File: src/rtl/lciw_cfg.svh
// Register map, field positions, reset values and key of the display interrupt and lock block.
`ifndef LCIW_CFG_SVH
`define LCIW_CFG_SVH

`define LCIW_OFS_IRQ_ENABLE 32'h0050_0848
`define LCIW_OFS_IRQ_DISABLE 32'h0050_084C
`define LCIW_OFS_IRQ_MASK 32'h0050_0850
`define LCIW_OFS_IRQ_STATUS 32'h0050_0854
`define LCIW_OFS_IRQ_CLEAR 32'h0050_0858
`define LCIW_OFS_IRQ_FORCE 32'h0050_0860
`define LCIW_OFS_IRQ_RAW 32'h0050_0864
`define LCIW_OFS_LOCK_MODE 32'h0050_08E4
`define LCIW_OFS_LOCK_STATUS 32'h0050_08E8
`define LCIW_OFS_PROT_FIRST 32'h0050_0800
`define LCIW_OFS_PROT_LAST 32'h0050_0838

`define LCIW_IRQ_LINE 0
`define LCIW_IRQ_LAST_LINE 1
`define LCIW_IRQ_FRAME_END 2
`define LCIW_IRQ_FIFO_UNDER 4
`define LCIW_IRQ_FIFO_OVER 5
`define LCIW_IRQ_DMA_FAULT 6
`define LCIW_IRQ_VALID 7'h77
`define LCIW_IRQ_RESET 7'h00

`define LCIW_LOCK_EN_BIT 0
`define LCIW_LOCK_KEY_LSB 8
`define LCIW_LOCK_KEY_MSB 31
`define LCIW_LOCK_KEY 24'h4C_4344
`define LCIW_LOCK_EN_RESET 1'b0
`define LCIW_VIOL_FLAG_BIT 0
`define LCIW_VIOL_SRC_LSB 8
`define LCIW_VIOL_SRC_MSB 23

`endif

File: src/rtl/lciw_pkg.sv
// Types shared by the display interrupt and lock block.
package lciw_pkg;
	typedef logic [31:0] lciw_word_t;
	typedef logic [6:0] lciw_irq_t;
	typedef logic [15:0] lciw_src_t;
	typedef enum {
		LCIW_SEL_NONE,
		LCIW_SEL_IRQ_ENABLE,
		LCIW_SEL_IRQ_DISABLE,
		LCIW_SEL_IRQ_MASK,
		LCIW_SEL_IRQ_STATUS,
		LCIW_SEL_IRQ_CLEAR,
		LCIW_SEL_IRQ_FORCE,
		LCIW_SEL_IRQ_RAW,
		LCIW_SEL_LOCK_MODE,
		LCIW_SEL_LOCK_STATUS,
		LCIW_SEL_PROTECTED
	} lciw_sel_t;
endpackage : lciw_pkg

File: src/rtl/lciw_irq_bank.sv
// Interrupt mask, latched conditions and interrupt line for six display sources.
`timescale 1ns/1ps
`default_nettype none
`include "lciw_cfg.svh"

module lciw_irq_bank (
	input wire logic clk_i,
	input wire logic rst_b_i,
	input wire lciw_pkg::lciw_irq_t raw_i,
	input wire lciw_pkg::lciw_irq_t enable_i,
	input wire lciw_pkg::lciw_irq_t disable_i,
	input wire lciw_pkg::lciw_irq_t clear_i,
	input wire lciw_pkg::lciw_irq_t force_i,
	output lciw_pkg::lciw_irq_t mask_o,
	output lciw_pkg::lciw_irq_t pend_o,
	output logic irq_o
);
	import lciw_pkg::*;

	lciw_irq_t mask_reg;
	lciw_irq_t mask_next;
	lciw_irq_t pend_reg;
	lciw_irq_t pend_next;
	logic irq_reg;
	logic irq_next;

	always_comb begin
		// Enable wins when software hits the same bit in both commands in one cycle.
		mask_next = (mask_reg & ~disable_i) | enable_i;
		mask_next = mask_next & `LCIW_IRQ_VALID;
		// A condition or a forced set arriving with a clear is kept, so no event is lost.
		pend_next = (pend_reg & ~clear_i) | raw_i | force_i;
		pend_next = pend_next & `LCIW_IRQ_VALID;
		irq_next = |(pend_next & mask_next);
	end

	always_ff @(posedge clk_i or negedge rst_b_i) begin
		if (!rst_b_i) begin
			mask_reg <= `LCIW_IRQ_RESET;
			pend_reg <= `LCIW_IRQ_RESET;
			irq_reg <= 1'b0;
		end else begin
			mask_reg <= mask_next;
			pend_reg <= pend_next;
			irq_reg <= irq_next;
		end
	end

	assign mask_o = mask_reg;
	assign pend_o = pend_reg;
	assign irq_o = irq_reg;
endmodule : lciw_irq_bank

`default_nettype wire

File: src/rtl/lciw_top.sv
// Interrupt bookkeeping and keyed write lock of the display controller.
//
// Decided for this implementation: strobed register access.
`timescale 1ns/1ps
`default_nettype none
`include "lciw_cfg.svh"

module lciw_top (
	input wire logic clk_i,
	input wire logic rst_b_i,
	input wire lciw_pkg::lciw_word_t addr_i,
	input wire lciw_pkg::lciw_word_t wdata_i,
	input wire logic wr_i,
	input wire logic rd_i,
	output lciw_pkg::lciw_word_t rdata_o,
	input wire lciw_pkg::lciw_irq_t irq_raw_i,
	output logic irq_o,
	output logic lock_enable_o,
	output logic cfg_wr_o,
	output lciw_pkg::lciw_word_t cfg_addr_o,
	output lciw_pkg::lciw_word_t cfg_wdata_o
);
	import lciw_pkg::*;

	function automatic lciw_sel_t lciw_decode(input lciw_word_t a);
		lciw_sel_t s;
		s = LCIW_SEL_NONE;
		case (a)
			`LCIW_OFS_IRQ_ENABLE: s = LCIW_SEL_IRQ_ENABLE;
			`LCIW_OFS_IRQ_DISABLE: s = LCIW_SEL_IRQ_DISABLE;
			`LCIW_OFS_IRQ_MASK: s = LCIW_SEL_IRQ_MASK;
			`LCIW_OFS_IRQ_STATUS: s = LCIW_SEL_IRQ_STATUS;
			`LCIW_OFS_IRQ_CLEAR: s = LCIW_SEL_IRQ_CLEAR;
			`LCIW_OFS_IRQ_FORCE: s = LCIW_SEL_IRQ_FORCE;
			`LCIW_OFS_IRQ_RAW: s = LCIW_SEL_IRQ_RAW;
			`LCIW_OFS_LOCK_MODE: s = LCIW_SEL_LOCK_MODE;
			`LCIW_OFS_LOCK_STATUS: s = LCIW_SEL_LOCK_STATUS;
			default: begin
				if (a >= `LCIW_OFS_PROT_FIRST && a <= `LCIW_OFS_PROT_LAST && a[1:0] == 2'h0) begin
					s = LCIW_SEL_PROTECTED;
				end
			end
		endcase
		return s;
	endfunction : lciw_decode

	function automatic lciw_irq_t lciw_cmd(input logic hit, input lciw_word_t d);
		return hit ? (d[6:0] & `LCIW_IRQ_VALID) : `LCIW_IRQ_RESET;
	endfunction : lciw_cmd

	lciw_sel_t sel;
	lciw_irq_t mask_view;
	lciw_irq_t pend_view;
	lciw_irq_t enable_cmd;
	lciw_irq_t disable_cmd;
	lciw_irq_t clear_cmd;
	lciw_irq_t force_cmd;
	logic key_ok;
	logic lock_write;
	logic prot_write;
	logic blocked_write;
	logic viol_read;

	logic lock_en_reg;
	logic lock_en_next;
	logic viol_flag_reg;
	logic viol_flag_next;
	lciw_src_t viol_src_reg;
	lciw_src_t viol_src_next;
	logic cfg_wr_reg;
	logic cfg_wr_next;
	lciw_word_t cfg_addr_reg;
	lciw_word_t cfg_addr_next;
	lciw_word_t cfg_wdata_reg;
	lciw_word_t cfg_wdata_next;
	lciw_word_t rdata_reg;
	lciw_word_t rdata_next;

	always_comb begin
		sel = lciw_decode(addr_i);
		enable_cmd = lciw_cmd(wr_i && sel == LCIW_SEL_IRQ_ENABLE, wdata_i);
		disable_cmd = lciw_cmd(wr_i && sel == LCIW_SEL_IRQ_DISABLE, wdata_i);
		clear_cmd = lciw_cmd(wr_i && sel == LCIW_SEL_IRQ_CLEAR, wdata_i);
		force_cmd = lciw_cmd(wr_i && sel == LCIW_SEL_IRQ_FORCE, wdata_i);
	end

	lciw_irq_bank u_irq_bank (
		.clk_i(clk_i),
		.rst_b_i(rst_b_i),
		.raw_i(irq_raw_i),
		.enable_i(enable_cmd),
		.disable_i(disable_cmd),
		.clear_i(clear_cmd),
		.force_i(force_cmd),
		.mask_o(mask_view),
		.pend_o(pend_view),
		.irq_o(irq_o)
	);

	// Lock, violation record and forwarding of configuration writes.
	always_comb begin
		key_ok = wdata_i[`LCIW_LOCK_KEY_MSB:`LCIW_LOCK_KEY_LSB] == `LCIW_LOCK_KEY;
		lock_write = wr_i && sel == LCIW_SEL_LOCK_MODE;
		prot_write = wr_i && sel == LCIW_SEL_PROTECTED;
		blocked_write = prot_write && lock_en_reg;
		viol_read = rd_i && sel == LCIW_SEL_LOCK_STATUS;
		lock_en_next = lock_en_reg;
		if (lock_write && key_ok) begin
			lock_en_next = wdata_i[`LCIW_LOCK_EN_BIT];
		end
		viol_flag_next = viol_flag_reg;
		viol_src_next = viol_src_reg;
		if (viol_read) begin
			viol_flag_next = 1'b0;
			viol_src_next = 16'h0000;
		end
		// A blocked write in the same cycle as the read is kept for the next read.
		if (blocked_write) begin
			viol_flag_next = 1'b1;
			viol_src_next = addr_i[15:0];
		end
		cfg_wr_next = prot_write && !lock_en_reg;
		cfg_addr_next = cfg_addr_reg;
		cfg_wdata_next = cfg_wdata_reg;
		if (cfg_wr_next) begin
			cfg_addr_next = addr_i;
			cfg_wdata_next = wdata_i;
		end
	end

	// Read data stand for exactly one cycle; unmapped and write-only addresses read zero.
	always_comb begin
		rdata_next = 32'h0000_0000;
		if (rd_i) begin
			case (sel)
				LCIW_SEL_IRQ_MASK: rdata_next[6:0] = mask_view;
				LCIW_SEL_IRQ_STATUS: rdata_next[6:0] = pend_view & mask_view;
				LCIW_SEL_IRQ_RAW: rdata_next[6:0] = pend_view;
				LCIW_SEL_LOCK_MODE: rdata_next[`LCIW_LOCK_EN_BIT] = lock_en_reg;
				LCIW_SEL_LOCK_STATUS: begin
					rdata_next[`LCIW_VIOL_FLAG_BIT] = viol_flag_reg;
					rdata_next[`LCIW_VIOL_SRC_MSB:`LCIW_VIOL_SRC_LSB] = viol_src_reg;
				end
				default: rdata_next = 32'h0000_0000;
			endcase
		end
	end

	always_ff @(posedge clk_i or negedge rst_b_i) begin
		if (!rst_b_i) begin
			lock_en_reg <= `LCIW_LOCK_EN_RESET;
			viol_flag_reg <= 1'b0;
			viol_src_reg <= 16'h0000;
			cfg_wr_reg <= 1'b0;
			cfg_addr_reg <= 32'h0000_0000;
			cfg_wdata_reg <= 32'h0000_0000;
			rdata_reg <= 32'h0000_0000;
		end else begin
			lock_en_reg <= lock_en_next;
			viol_flag_reg <= viol_flag_next;
			viol_src_reg <= viol_src_next;
			cfg_wr_reg <= cfg_wr_next;
			cfg_addr_reg <= cfg_addr_next;
			cfg_wdata_reg <= cfg_wdata_next;
			rdata_reg <= rdata_next;
		end
	end

	assign rdata_o = rdata_reg;
	assign lock_enable_o = lock_en_reg;
	assign cfg_wr_o = cfg_wr_reg;
	assign cfg_addr_o = cfg_addr_reg;
	assign cfg_wdata_o = cfg_wdata_reg;
endmodule : lciw_top

`default_nettype wire

File: config.mk
export PLATFORM = sky130hd
export DESIGN_NAME = lciw_top
export DESIGN_NICKNAME = d
export VERILOG_FILES = /design/src/rtl/lciw_pkg.sv /design/src/rtl/lciw_irq_bank.sv /design/src/rtl/lciw_top.sv
export VERILOG_INCLUDE_DIRS = /design/src /design/src/rtl
export SDC_FILE = /design/constraint.sdc
export NUM_CORES = 1
export LEC_CHECK = 0
export ABC_AREA = 0
export BUFFER_PORTS_ARGS = -buffer_cell sky130_fd_sc_hd__buf_4
export CAP_MARGIN = 10
export CORE_ASPECT_RATIO = 0.5
export CORE_MARGIN = 2
export CORE_UTILIZATION = 50
export CTS_CLUSTER_SIZE = 25
export DETAILED_ROUTE_END_ITERATION = 8
export HOLD_SLACK_MARGIN = 0.05
export PLACE_DENSITY = 0.85
export SLEW_MARGIN = 20
export SYNTH_ARGS = -nofsm -noshare
export SYNTH_HDL_FRONTEND = slang
export SYNTH_SLANG_ARGS = --single-unit
File: constraint.sdc
create_clock -name clk_i -period 1.9 [get_ports clk_i]
set_input_delay 0.19 -clock clk_i [delete_from_list [all_inputs] [get_ports clk_i]]
set_output_delay 0.19 -clock clk_i [all_outputs]
set_load 0.1 [all_outputs]
==> results.md <==
- Latest clock arrival within the worst-skew pair: ~0.42 ns
- Setup crit start kind: input port
- CP max-delay cell: or3b_2
- EDFF count, synth: 0
- Post-layout min period: roughly 2.6 ns
- CP max FO: 5
- DRC: 0
- Synthesized area: 5020 µm²
- Largest net degree at the start of global routing: 40
- Worst slew pin tran: approximately 0.63 ns
- Fmax: approximately 380 MHz
- Clock sink count: 118
- Number of hold violations in the final report: 0
- Layout Utilization: around 90%
- H-tree levels: 4
- Final Cell Area: about 8400 µm²
- Worst-case clock buffer depth: 2
- Initial Utilization: a little over half
- All-Layer GR Usage: a little under a third
- WL final: a little under 20000 µm
- Buffers and inverters on the worst path: 3
- Ys Warns: 0
- HPWL after DPL: between 9000 and 10000 µm
- Nets: about 750
- Relative slew slack: roughly three fifths
- Post-synth top area share: between 50 and 60%
- Routed vias: roughly 4900
- Grt ovf: 0
- Port Buf Inserts: 162
- Final setup slack of the worst path: -0.716 ns
- CTS Root Cell: clkbuf_16
- Via/cell ratio: around 5.9
- Gate Count Post-Synth: roughly 400
- RSZ-0062 raised after global routing: true
- Core Region: just under 10000 µm²
- Clock transition at path regs: 0.06 ns
- Top Ports: roughly 170
- Top delay family on crit path: simple AND/OR/NAND/NOR gates
- Share of cells above drive strength 1: roughly 51%
- Data required time of the worst path: roughly 2.2 ns
- DRT Pass-1 Iters: 6
- Final Skew: about 0.0079 ns
- Seq/Total Area, Yosys: between 50% and 60%
- Critical Path AT: 2.89 ns
- CP dominant cell by count: buf_4
- Top FF cell, synth: dfrtp_1
- CTS tree: built
- Synth area leader: dfrtp_1
- GPL Wtd Cong: 0.939
- Final setup vio count: roughly 120
- Mean post-synth cell area: around 13 µm²
- Placed Area: slightly below 7000 µm²
- Largest cells by area after synthesis: dfrtp_1 (59%), mux2_1 (7.0%), nor2b_1 (4.1%)
- Slew Viols, Final: 0
- Row count: 25
- Min-delay worst type: in -> reg
- Failing checks: negative setup slack
- PwrDens: 770 nW/µm²
- Vias in the first global route: ~4700
- Die width: between 100 and 150 µm
- LEAKAGE: 4.30 nW
- Flops & latches, synth: 118
- Crit Path Category: in -> reg
- Initial DRC count: around 600
- Layout area overhead: 67.9%
- Synth cell types: 56
- Async S/R FF share, synth: 100%
- Setup WS pre-CTS: -0.987 ns
- Worst Setup End Kind: flop
- Critical-path cell list: buf_4, buf_4, nor4_4, nand4_1, or3b_2, nor3_2, buf_4, nand2_1, a221o_1, a22oi_2, nand3_1
- Die ar.: around 11000 µm²
- CTS Buf Count: 17
- Initial antenna violation count: 0
- Routed length per instance: approximately 24 µm
- Die height: about 75 µm
- Antenna Nets Post-Route: 0
- Crit-path max cell delay: 0.56 ns
- Max Cap Viol: 0
- Final Cycle Share: 138%
- Status: complete, but fails checks
- Antenna cell count: 0
- VDD IR max: between 500 and 600 µV
- Global-route wire length before repair: ~25000 µm
==> metal layers <==
metal	GRT usage [%]	vias to the layer above	wire length [µm]
met4	13.4	0	926
li1	-	2005	-
met5	0	-	0
met1	38.5	2411	7480
met2	51.5	374	9110
met3	8.24	105	1910
==> metrics by stage <==
stage / hold WS [ns] / TNS, ns / power (mW) / cells
after global routing: 0.0611 / -59.93 / 6.66 / 824
after global placement: 0.198 / -98.37 / 2.97 / 738
final: 0.0720 / -55.23 / 6.49 / 824
after floorplan: -0.106 / -57.46 / 2.72 / 408
after detailed placement: 0.205 / -103.17 / 2.97 / 738
after CTS: 0.0501 / -44.80 / 6.40 / 815
==> final cells by class <==
type | instances | area [µm²]
Tap cell | 135 | 169
Sequential cell | 118 | 2950
Inverter | 5 | 18.8
Multi-Input combinational cell | 256 | 2250
Clock buffer | 19 | 453
Fill cell | 396 | 1170
Timing Repair Buffer | 278 | 2420
Clock inverter | 13 | 169
==> final timing paths <==
kind | from | to | slack, ns | cells after the start
min | wdata_i[4] | cfg_wdata_o[4] | 0.07 | 2
min reg2reg | cfg_addr_o[22] | cfg_addr_o[22] | 0.46 | 1
max reg2reg | lock_enable_o | cfg_wdata_o[16] | 0.29 | 4
min in group asynchronous | rst_b_i | cfg_wdata_o[26] | 0.32 | 2
max in group asynchronous | rst_b_i | cfg_addr_o[10] | 1.01 | 3
max | addr_i[29] | u_irq_bank.irq_o | -0.72 | 11
==> worst register-to-register path: stages, from the launching register on <==
cell and delay [ns]:
dfrtp_1 0.52, nor3b_4 0.30, buf_6 0.20, clkbuf_16 0.17, mux2_4 0.32
==> what timing repair did <==
| action | 4_1_cts | 5_1_grt |
|---|---|---|
| endpoints found under the hold margin | 69 | 1 |
| setup endpoints to repair | 118 | 118 |
| gates resized for setup | 59 | 25 |
| pin swaps | 16 | 16 |
| cloned | 4 | 1 |
| setup buffers | 8 | 9 |
| hold buffers | 34 | 1 |
==> cells by family (layout without fill, tap and decap cells) <==
kind of cell    after synthesis  count (layout)  share of synthesized area, %
simple gates                151             151                          19.2
flops                       118             118                          58.8
compound gates               56              56                          8.90
mux                          38              38                          8.50
buf+inv                      34             315                          4.31
other cells                   1              10                        0.0747
xor+xnor                      1               1                         0.175
==> power by group <==
| group | total (mW) | switching, mW | leakage (nW) | internal (mW) |
|---|---|---|---|---|
| clock | 3.43 | 1.28 | 0.293 | 2.15 |
| sequential | 2.51 | 0.00000000931 | 1.61 | 2.51 |
| combinational | 0.545 | 0.311 | 2.40 | 0.235 |
==> layout by cell type (no fill, tap or decap), types with 4 or more instances in the layout <==
cell type,instances
dfrtp_1,118
nand2_1,11
nor4_1,5
nor3_4,4
clkinvlp_4,4
conb_1,10
mux2_4,31
a22oi_2,4
nor2b_1,33
nor2_1,8
buf_4,219
dlygate4sd3_1,35
nor4_4,4
buf_6,11
clkbuf_16,18
inv_1,5
or2_2,4
a21o_1,10
mux2_1,4
a22oi_1,4
buf_12,8
a22o_1,7
a221o_1,6
and2_1,12
and3_1,17
or4_4,5
nand3_1,7
nor4b_1,6
==> cells in the mapped netlist (3+ instances only) <==
master    instances
o21ai_0           5
nor4_1            9
and3_1           19
or4_1             5
nor2_1           11
mux2_2            6
and2_1           12
nand4_1           3
buf_4            10
a22oi_1           8
nand4b_1          3
nand2_1          11
or2_2             4
dfrtp_1         118
buf_8             3
mux2_1           31
inv_1             5
nor2b_1          33
nand3_1          10
clkbuf_1         12
nor3_1            6
nor4b_1           6
a22o_1            7
a21o_1           10
nor4bb_1          3
a221o_1           6
(Power assumes the default switching activity.)
